`src/hw/frt_pkg.sv`:
```
package frt_pkg;

  localparam int unsigned FRT_CLK_HZ     = 100_000_000;
  localparam int unsigned FRT_CNT_W      = 16;
  localparam int unsigned FRT_NCAP       = 4;
  localparam int unsigned FRT_NEV        = 5;
  localparam int unsigned FRT_AW         = 6;

  // Register byte offsets, one aligned 32-bit word each.
  localparam logic [5:0] FRT_OFS_TCTRL   = 6'h00;
  localparam logic [5:0] FRT_OFS_COUNT   = 6'h04;
  localparam logic [5:0] FRT_OFS_CCTRL_A = 6'h08;
  localparam logic [5:0] FRT_OFS_CCTRL_B = 6'h0C;
  localparam logic [5:0] FRT_OFS_CAP0    = 6'h10;
  localparam logic [5:0] FRT_OFS_CAP1    = 6'h14;
  localparam logic [5:0] FRT_OFS_CAP2    = 6'h18;
  localparam logic [5:0] FRT_OFS_CAP3    = 6'h1C;
  localparam logic [5:0] FRT_OFS_STATUS  = 6'h20;
  localparam logic [5:0] FRT_OFS_MASK    = 6'h24;

  // Timer control/status fields.
  localparam int unsigned FRT_TC_DIV_LSB = 0;
  localparam int unsigned FRT_TC_CLR_BIT = 2;
  localparam int unsigned FRT_TC_IE_BIT  = 3;
  localparam int unsigned FRT_TC_IOS_BIT = 4;
  localparam int unsigned FRT_TC_W       = 5;

  // Capture control/status fields, per channel within a unit.
  localparam int unsigned FRT_CC_EDGE_LSB = 0;
  localparam int unsigned FRT_CC_IE_LSB   = 4;
  localparam int unsigned FRT_CC_IOS_LSB  = 6;
  localparam int unsigned FRT_CC_W        = 8;

  // Event bit positions in status and mask.
  localparam int unsigned FRT_EV_OVF     = 0;
  localparam int unsigned FRT_EV_CAP0    = 1;

  // Edge selection codes.
  localparam logic [1:0] FRT_EDGE_OFF    = 2'h0;
  localparam logic [1:0] FRT_EDGE_RISE   = 2'h1;
  localparam logic [1:0] FRT_EDGE_FALL   = 2'h2;
  localparam logic [1:0] FRT_EDGE_BOTH   = 2'h3;

  // Prescaler masks: tick when masked prescaler bits are all ones.
  localparam logic [3:0] FRT_DIV_MASK0   = 4'h1;
  localparam logic [3:0] FRT_DIV_MASK1   = 4'h3;
  localparam logic [3:0] FRT_DIV_MASK2   = 4'h7;
  localparam logic [3:0] FRT_DIV_MASK3   = 4'hF;

  localparam logic [15:0] FRT_CNT_RST    = 16'h0000;
  localparam logic [15:0] FRT_CNT_MAX    = 16'hFFFF;
  localparam logic [15:0] FRT_CAP_RST    = 16'h0000;
  localparam logic [4:0]  FRT_TC_RST     = 5'h00;
  localparam logic [7:0]  FRT_CC_RST     = 8'h00;
  localparam logic [4:0]  FRT_EV_RST     = 5'h00;
  localparam logic [3:0]  FRT_PRE_RST    = 4'h0;

endpackage : frt_pkg

```
`src/hw/frt_capture_chan.sv`:
```
`timescale 1ns/10ps
`default_nettype none

module frt_capture_chan (
  input  wire logic        clk_sys,
  input  wire logic        rst_n,
  input  wire logic        cap_pin,
  input  wire logic [1:0]  edge_sel,
  input  wire logic [15:0] count_val,
  output logic      [15:0] cap_value_q,
  output logic             cap_event_q
);

  logic       sync1_q;
  logic       sync2_q;
  logic       prev_q;
  logic       rise;
  logic       fall;
  logic       hit;

  // The pin is asynchronous to clk_sys; only sync2_q reads sync1_q.
  always_ff @(posedge clk_sys or negedge rst_n) begin
    if (!rst_n) begin
      sync1_q <= 1'b0;
      sync2_q <= 1'b0;
      prev_q  <= 1'b0;
    end else begin
      sync1_q <= cap_pin;
      sync2_q <= sync1_q;
      prev_q  <= sync2_q;
    end
  end

  assign rise = sync2_q & ~prev_q;
  assign fall = ~sync2_q & prev_q;

  always_comb begin
    unique case (edge_sel)
      frt_pkg::FRT_EDGE_RISE: hit = rise;
      frt_pkg::FRT_EDGE_FALL: hit = fall;
      frt_pkg::FRT_EDGE_BOTH: hit = rise | fall;
      frt_pkg::FRT_EDGE_OFF:  hit = 1'b0;
    endcase
  end

  // The value is meaningless until the first capture.
  always_ff @(posedge clk_sys or negedge rst_n) begin
    if (!rst_n) begin
      cap_value_q <= frt_pkg::FRT_CAP_RST;
    end else if (hit) begin
      cap_value_q <= count_val;
    end
  end

  always_ff @(posedge clk_sys or negedge rst_n) begin
    if (!rst_n) begin
      cap_event_q <= 1'b0;
    end else begin
      cap_event_q <= hit;
    end
  end

endmodule : frt_capture_chan

`default_nettype wire

```
`src/hw/frt_top.sv`:
```
// What this block does
// - One 16-bit free-running up counter advancing on each prescaled tick.
// - Control field picks one of four machine-clock division ratios.
// - Counter overflow raises an interrupt when overflow enable and its mask bit are both set.
// - Overflow can instead start the intelligent I/O service.
// - Counter clears to 0000 on reset and on a clear-bit write.
// - Counter value feeds every capture channel as the time base.
// - Selected pin edge copies the counter into the channel's register.
// - Each channel detects rising, falling or both edges.
// - A detected edge raises an interrupt if the channel enable and its mask bit are both set.
// - A capture can instead start the intelligent I/O service.
// - Two capture units of two pins, one control register each.
// - Four pins, each with its own capture data register.
// - Capture registers are 16-bit, read-only, reading 0000 from reset until first capture.
// - The capture latch event itself issues the channel's request.
//
// The Avalon-MM slave port and the register offsets were decided locally.
`timescale 1ns/10ps
`default_nettype none

module frt_top (
  input  wire logic        clk_sys,
  input  wire logic        rst_n,
  input  wire logic [5:0]  avs_address,
  input  wire logic        avs_read,
  input  wire logic        avs_write,
  input  wire logic [31:0] avs_writedata,
  input  wire logic [3:0]  avs_byteenable,
  output logic      [31:0] avs_readdata,
  output logic             avs_waitrequest,
  input  wire logic [3:0]  cap_pin,
  output logic             irq,
  output logic      [4:0]  ios_start
);

  logic [4:0]  tctrl_q;
  logic [7:0]  cctrl_a_q;
  logic [7:0]  cctrl_b_q;
  logic [15:0] count_q;
  logic [3:0]  pre_q;
  logic        tick_q;
  logic        ovf_ev_q;
  logic [4:0]  status_q;
  logic [4:0]  mask_q;
  logic [31:0] rdata_q;
  logic        wait_q;
  logic        irq_q;
  logic [4:0]  ios_q;

  logic        req;
  logic        load_cnt;
  logic        wr_done;
  logic        rd_done;
  logic [31:0] rd_mux;
  logic [3:0]  div_mask;
  logic        tick_d;
  logic        clr_req;
  logic [15:0] cap_val [4];
  logic [3:0]  cap_ev;
  logic [4:0]  ev;
  logic [4:0]  ev_ie;
  logic [4:0]  ev_ios;
  logic [4:0]  to_ios;
  logic [4:0]  to_flag;
  logic [4:0]  rd_clr;
  logic [4:0]  status_d;

  // Merge written byte lanes into an old value.
  function automatic logic [31:0] be_merge(
    input logic [31:0] old_v,
    input logic [31:0] new_v,
    input logic [3:0]  be
  );
    logic [31:0] r;
    r = old_v;
    for (int i = 0; i < 4; i++) begin
      if (be[i]) begin
        r[8*i +: 8] = new_v[8*i +: 8];
      end
    end
    return r;
  endfunction : be_merge

  // Pick one channel's field out of a unit's control register.
  function automatic logic [1:0] chan_edge(
    input logic [7:0] cc,
    input logic       ch
  );
    return cc[frt_pkg::FRT_CC_EDGE_LSB + 2*ch +: 2];
  endfunction : chan_edge

  // Pick one channel's bit from a pair, such as its enable or service bit.
  function automatic logic chan_bit(
    input logic [7:0] cc,
    input int unsigned lsb,
    input logic       ch
  );
    return cc[lsb + ch];
  endfunction : chan_bit

  // True when a write to the given register completes in this cycle.
  function automatic logic wr_hit(
    input logic       done,
    input logic [5:0] addr,
    input logic [5:0] ofs
  );
    return done && addr == ofs;
  endfunction : wr_hit

  // Bus handshake: waitrequest drops one cycle after a request appears.
  assign req      = avs_read | avs_write;
  assign wr_done  = avs_write & ~wait_q;
  assign rd_done  = avs_read & ~wait_q;

  always_ff @(posedge clk_sys or negedge rst_n) begin
    if (!rst_n) begin
      wait_q <= 1'b1;
    end else begin
      wait_q <= ~(req & wait_q);
    end
  end

  always_comb begin
    rd_mux = 32'h0000_0000;
    unique case (avs_address)
      frt_pkg::FRT_OFS_TCTRL: begin
        rd_mux[4:0] = tctrl_q;
      end
      frt_pkg::FRT_OFS_COUNT: begin
        rd_mux[15:0] = count_q;
      end
      frt_pkg::FRT_OFS_CCTRL_A: begin
        rd_mux[7:0] = cctrl_a_q;
      end
      frt_pkg::FRT_OFS_CCTRL_B: begin
        rd_mux[7:0] = cctrl_b_q;
      end
      frt_pkg::FRT_OFS_CAP0: begin
        rd_mux[15:0] = cap_val[0];
      end
      frt_pkg::FRT_OFS_CAP1: begin
        rd_mux[15:0] = cap_val[1];
      end
      frt_pkg::FRT_OFS_CAP2: begin
        rd_mux[15:0] = cap_val[2];
      end
      frt_pkg::FRT_OFS_CAP3: begin
        rd_mux[15:0] = cap_val[3];
      end
      frt_pkg::FRT_OFS_STATUS: begin
        rd_mux[4:0] = status_q;
      end
      frt_pkg::FRT_OFS_MASK: begin
        rd_mux[4:0] = mask_q;
      end
      default: begin
        rd_mux = 32'h0000_0000;
      end
    endcase
  end

  // Read data is sampled in the waiting cycle and held for the answer.
  always_ff @(posedge clk_sys or negedge rst_n) begin
    if (!rst_n) begin
      rdata_q <= 32'h0000_0000;
    end else if (avs_read & wait_q) begin
      rdata_q <= rd_mux;
    end
  end

  assign avs_readdata    = rdata_q;
  assign avs_waitrequest = wait_q;

  // Control registers. The clear bit is a strobe and always reads zero.
  always_ff @(posedge clk_sys or negedge rst_n) begin
    if (!rst_n) begin
      tctrl_q <= frt_pkg::FRT_TC_RST;
    end else if (wr_hit(wr_done, avs_address, frt_pkg::FRT_OFS_TCTRL)) begin
      tctrl_q <= 5'(be_merge({27'h0, tctrl_q}, avs_writedata,
                             avs_byteenable));
      tctrl_q[frt_pkg::FRT_TC_CLR_BIT] <= 1'b0;
    end
  end

  // Edge, enable and service bits of both channels share one register.
  always_ff @(posedge clk_sys or negedge rst_n) begin
    if (!rst_n) begin
      cctrl_a_q <= frt_pkg::FRT_CC_RST;
    end else if (wr_hit(wr_done, avs_address, frt_pkg::FRT_OFS_CCTRL_A)) begin
      cctrl_a_q <= 8'(be_merge({24'h0, cctrl_a_q}, avs_writedata,
                               avs_byteenable));
    end
  end

  always_ff @(posedge clk_sys or negedge rst_n) begin
    if (!rst_n) begin
      cctrl_b_q <= frt_pkg::FRT_CC_RST;
    end else if (wr_hit(wr_done, avs_address, frt_pkg::FRT_OFS_CCTRL_B)) begin
      cctrl_b_q <= 8'(be_merge({24'h0, cctrl_b_q}, avs_writedata,
                               avs_byteenable));
    end
  end

  always_ff @(posedge clk_sys or negedge rst_n) begin
    if (!rst_n) begin
      mask_q <= frt_pkg::FRT_EV_RST;
    end else if (wr_hit(wr_done, avs_address, frt_pkg::FRT_OFS_MASK)) begin
      mask_q <= 5'(be_merge({27'h0, mask_q}, avs_writedata,
                            avs_byteenable));
    end
  end

  // The clear strobe acts in the completing cycle and is never stored.
  assign clr_req = wr_hit(wr_done, avs_address, frt_pkg::FRT_OFS_TCTRL) &&
                   avs_byteenable[0] &&
                   avs_writedata[frt_pkg::FRT_TC_CLR_BIT];

  // A software load of the counter also hides an overflow in that cycle.
  assign load_cnt = wr_hit(wr_done, avs_address, frt_pkg::FRT_OFS_COUNT);

  // Prescaler. A clear restarts it so the first tick after a clear is
  // a full period away.
  always_comb begin
    unique case (tctrl_q[frt_pkg::FRT_TC_DIV_LSB +: 2])
      2'h0: div_mask = frt_pkg::FRT_DIV_MASK0;
      2'h1: div_mask = frt_pkg::FRT_DIV_MASK1;
      2'h2: div_mask = frt_pkg::FRT_DIV_MASK2;
      2'h3: div_mask = frt_pkg::FRT_DIV_MASK3;
    endcase
  end

  assign tick_d = ((pre_q & div_mask) == div_mask) & ~clr_req;

  always_ff @(posedge clk_sys or negedge rst_n) begin
    if (!rst_n) begin
      pre_q <= frt_pkg::FRT_PRE_RST;
    end else if (clr_req) begin
      pre_q <= frt_pkg::FRT_PRE_RST;
    end else begin
      pre_q <= pre_q + 4'h1;
    end
  end

  // Registering the tick gives the counter a clean one-cycle enable.
  always_ff @(posedge clk_sys or negedge rst_n) begin
    if (!rst_n) begin
      tick_q <= 1'b0;
    end else begin
      tick_q <= tick_d;
    end
  end

  // Counter: clear beats a software load, which beats a tick.
  always_ff @(posedge clk_sys or negedge rst_n) begin
    if (!rst_n) begin
      count_q <= frt_pkg::FRT_CNT_RST;
    end else if (clr_req) begin
      count_q <= frt_pkg::FRT_CNT_RST;
    end else if (load_cnt) begin
      count_q <= 16'(be_merge({16'h0, count_q}, avs_writedata,
                              avs_byteenable));
    end else if (tick_q) begin
      count_q <= count_q + 16'h0001;
    end
  end

  // Overflow is the tick that wraps the counter to zero. A clear or load
  // in the same cycle wins, so no false overflow follows a reload.
  always_ff @(posedge clk_sys or negedge rst_n) begin
    if (!rst_n) begin
      ovf_ev_q <= 1'b0;
    end else begin
      ovf_ev_q <= tick_q & ~clr_req & (count_q == frt_pkg::FRT_CNT_MAX) &
                  ~load_cnt;
    end
  end

  // Four channels in two units; each unit's register serves two pins.
  for (genvar g = 0; g < frt_pkg::FRT_NCAP; g++) begin : g_cap
    logic [7:0] cc;
    assign cc = (g < 2) ? cctrl_a_q : cctrl_b_q;

    frt_capture_chan u_chan (
      .clk_sys     (clk_sys),
      .rst_n       (rst_n),
      .cap_pin     (cap_pin[g]),
      .edge_sel    (chan_edge(cc, 1'(g % 2))),
      .count_val   (count_q),
      .cap_value_q (cap_val[g]),
      .cap_event_q (cap_ev[g])
    );

    assign ev_ie[frt_pkg::FRT_EV_CAP0 + g] =
      chan_bit(cc, frt_pkg::FRT_CC_IE_LSB, 1'(g % 2));
    assign ev_ios[frt_pkg::FRT_EV_CAP0 + g] =
      chan_bit(cc, frt_pkg::FRT_CC_IOS_LSB, 1'(g % 2));
  end

  assign ev_ie[frt_pkg::FRT_EV_OVF]  = tctrl_q[frt_pkg::FRT_TC_IE_BIT];
  assign ev_ios[frt_pkg::FRT_EV_OVF] = tctrl_q[frt_pkg::FRT_TC_IOS_BIT];
  assign ev = {cap_ev, ovf_ev_q};

  // An enabled event routed to the service does not touch the flags.
  assign to_ios  = ev & ev_ie & ev_ios;
  assign to_flag = ev & ~to_ios;

  // Reading status clears only the bits that were returned, so an event
  // landing between sampling and completion stays pending.
  assign rd_clr = (rd_done && avs_address == frt_pkg::FRT_OFS_STATUS) ?
                  rdata_q[4:0] : frt_pkg::FRT_EV_RST;
  assign status_d = (status_q & ~rd_clr) | to_flag;

  always_ff @(posedge clk_sys or negedge rst_n) begin
    if (!rst_n) begin
      status_q <= frt_pkg::FRT_EV_RST;
    end else begin
      status_q <= status_d;
    end
  end

  // The per-source enable gates the level as well as the mask, so a
  // disabled source can still be polled in the status register.
  always_ff @(posedge clk_sys or negedge rst_n) begin
    if (!rst_n) begin
      irq_q <= 1'b0;
    end else begin
      irq_q <= |(status_d & mask_q & ev_ie);
    end
  end

  // Service starts are one-cycle strobes; the service side must take
  // each one in the cycle it stands, as nothing here holds it.
  always_ff @(posedge clk_sys or negedge rst_n) begin
    if (!rst_n) begin
      ios_q <= frt_pkg::FRT_EV_RST;
    end else begin
      ios_q <= to_ios;
    end
  end

  assign irq       = irq_q;
  assign ios_start = ios_q;

endmodule : frt_top

`default_nettype wire

```
`config.mk`:
```
export PLATFORM = sky130hd
export DESIGN_NAME = frt_top
export DESIGN_NICKNAME = d
export VERILOG_FILES = /design/src/hw/frt_pkg.sv /design/src/hw/frt_capture_chan.sv /design/src/hw/frt_top.sv
export SDC_FILE = /design/constraint.sdc
export NUM_CORES = 1
export LEC_CHECK = 0
export BUFFER_PORTS_ARGS = -buffer_cell sky130_fd_sc_hd__buf_2
export CORE_MARGIN = 3
export CORE_UTILIZATION = 55
export CTS_BUF_LIST = sky130_fd_sc_hd__clkbuf_8
export DETAILED_ROUTE_END_ITERATION = 10
export GPL_TIMING_DRIVEN = 1
export PLACE_DENSITY = 0.79
export SETUP_SLACK_MARGIN = 0.4
export SYNTH_ARGS = -nofsm -noshare
export SYNTH_HDL_FRONTEND = slang
export SYNTH_SLANG_ARGS = --single-unit
```
`constraint.sdc`:
```
create_clock -name clk_sys -period 2 [get_ports clk_sys]
set_input_delay 0.1 -clock clk_sys [delete_from_list [all_inputs] [get_ports clk_sys]]
set_output_delay 0.1 -clock clk_sys [all_outputs]
set_load 0.1 [all_outputs]
```
==> results.cfg <==
[drt]
wl_um = 22500
wl_per_cell_um = 23.4
drcViolationCount = 0
vias = 6298
vias_per_cell = 6.54
drtIter0Drc = 908
ant_nets = 0
drt_first_pass_iters = 8

[synth]
synth_cells = 656
ys_ff_latch = 155
postSynthAreaPerCell_um2 = 11.5
async_flop_share = 1.00
synth_edf_count = 0
ys.flop_type = dfrtp_1
netlist_area_mm2 = 0.00752
synth_cell_types = 59
yosysWarnings = 0
seq_area_frac_synth = 0.516

[setup_path]
cp.arrival_ns = 2.21
timing.critical_path.buf_inv = 1
cp_cell_sequence = nor2b_1, buf_4, nand3_2, nand4_1, o211ai_1, o21ai_2
startpoint_type = register
cp.required_ns = 2.34
setup.worst_path.class = reg -> reg
cp_top_family = flip-flops
worst-path-max-fanout = 7
crit_slowest_cell = dfstp_4
crit_path_max_incr_delay_ns = 0.67
end_kind = register

[placement]
place.gp.congestion = 0.920
pre_cts_ws_ns = -0.0498
post-place-cells = 880
hpwl_um = 13200
dpl-instance-area_mm2 = 0.00836
portBuffers = 54

[floorplanning]
core.rowCount = 42
start_util = 0.565
core-area_mm2 = 0.0133
die_w_um = 123
io_pins = 89
die_area_mm2 = 0.0151
die_y_um = 123

[clocking]
clock-sinks = 155
root_buffer = clkbuf_8
path_clk_slew_ns = 0.08
cts_buffers = 17
cts_tree = built
ctsLongestPathBuffers = 2
clk_latency_ns = 0.47
cts.htree.levels = 4

[flow_run]
drv_cap = 0

[timing]
drv_slew = 0
final_hold_viol_count = 0
max_freq_ghz = 0.536
whs_ns = 0.0564
finalClockSkew_ns = 0.0107
rsz0062_at_grt = yes
post-route-period-util = 0.932
setup_ws_ns = 0.135
slew_headroom = 0.589
setup_viol = 0
fin_crit_ns = 1.86
worst_slew_pin_slew_ns = 0.616
fin_tns_setup_ns = 0

[finish]
post-route-util = 0.733
fin_cells = 963
design_area_mm2 = 0.00975
diodes = 0
nets = 837
drive_gt1_frac = 0.402
fill_cells = 789
synthToLayoutAreaGrowth_pct = 29.7

[power]
ir_drop_uv = 509
total_power_mw = 8.39
p_leak_nw = 4.50
power_density_mw_per_mm2 = 860

[global_route]
grt_max_degree = 54
grt_pass1_wl_um = 31700
grt_pass1_vias = 5916
grt-ovfl-total = 0
grt_usage = 0.278
antenna_found_initial = 0

[status]
status = finished clean

[hold_path]
hp-class = in -> reg
==> registers in the layout (all words and copies together), names as in the netlist, 4 cells and up <==
name,flops
mask_q,5
tctrl_q,4
g_cap.u_chan.sync2_q,4
g_cap.u_chan.cap_value_q,64
g_cap.u_chan.sync1_q,4
ios_start,5
g_cap.u_chan.cap_event_q,4
pre_q,4
count_q,16
avs_readdata,16
status_q,5
cctrl_b_q,8
g_cap.u_chan.prev_q,4
cctrl_a_q,8
==> per-layer routing <==
metal  up-vias  routed length [um]  track usage
met5         -                   0            0
met4         0                1040        0.113
met3       117                2290       0.0672
met2       451               10800        0.450
met1      3134                8390        0.363
li1       2596                   -            -
==> cell families (layout without fill, tap and decap cells) <==
family | after synthesis | after routing | synth area share
flip-flops | 155 | 155 | 0.516
adder cells (fa/ha/maj) | 10 | 10 | 0.0166
AO/OA/AOI/OAI | 120 | 120 | 0.103
buffers and inverters | 77 | 193 | 0.0484
other | 1 | 16 | 0.000499
multiplexers | 118 | 118 | 0.192
XOR/XNOR | 2 | 2 | 0.00233
AND/OR/NAND/NOR | 173 | 173 | 0.120
==> cell usage after synthesis, types with 13 or more instances <==
master,instances,area [um2]
dfrtp_1,154,3850
mux2_2,92,1040
nand2_1,47,176
o21ai_0,36,180
nor2_1,34,128
clkbuf_1,25,93.8
nand3_1,22,110
inv_1,21,78.8
a21oi_1,20,100
buf_4,16,120
and3_1,15,93.8
mux2i_1,14,140
nor3_1,13,65.1
==> layout by cell type, fill, tap and decap left out, types with 6 or more instances in the layout <==
master,synthesis,routed
dfrtp_1,154,149
mux2_4,0,77
buf_2,12,52
nand2_1,47,43
buf_4,16,40
nor2_1,34,32
inv_1,21,24
dlygate4sd3_1,0,22
clkbuf_8,0,21
nand3_1,22,19
a21oi_1,20,18
o21ai_0,36,17
conb_1,1,16
and3_1,15,15
mux2_2,92,15
mux2i_1,14,14
mux4_2,12,12
buf_6,0,12
o21ai_1,6,11
nor3_1,13,11
a31oi_1,11,10
a221oi_1,12,10
o21ai_2,0,9
buf_12,0,9
ha_1,10,8
nor2b_1,9,7
o211ai_1,7,7
clkbuf_16,0,6
==> final timing paths <==
check / cells past startpoint / start / to / slack (ns)
min in group asynchronous: 2 / rst_n / g_cap[3].u_chan.prev_q$_DFF_PN0_ / 0.17
setup / recovery: 6 / avs_waitrequest$_DFF_PN1_ / count_q[13]$_DFFE_PN0P_ / 0.14
hold / removal: 2 / avs_writedata[2] / cctrl_b_q[2]$_DFFE_PN0P_ / 0.06
setup reg to reg: 6 / avs_waitrequest$_DFF_PN1_ / count_q[13]$_DFFE_PN0P_ / 0.14
hold reg to reg: 0 / g_cap[2].u_chan.sync1_q$_DFF_PN0_ / g_cap[2].u_chan.sync2_q$_DFF_PN0_ / 0.35
max in group asynchronous: 3 / rst_n / count_q[1]$_DFFE_PN0P_ / 1.20
==> final cells by class <==
class	count	area, um2	share of cell area
multi-input combinational	439	3970	0.407
sequential	155	3890	0.399
timing repair buffer	143	1270	0.130
clock buffer	21	289	0.0296
tap	176	220	0.0226
inverter	21	78.8	0.00808
clock inverter	8	33.8	0.00346
==> report_power, final <==
| part | switching [mW] | internal, mW |
|---|---|---|
| registers | 0.429 | 3.62 |
| logic | 1.30 | 1.01 |
| clock network | 1.10 | 0.939 |
==> timing repair <==
item,CTS,global route
setup buffers,14,12
hold endpoints to repair,112,0
cloned,0,6
pin swaps,14,22
endpoints found under the setup margin,113,110
resized for setup,47,71
hold buffers,22,0
(Power assumes the default switching activity.)
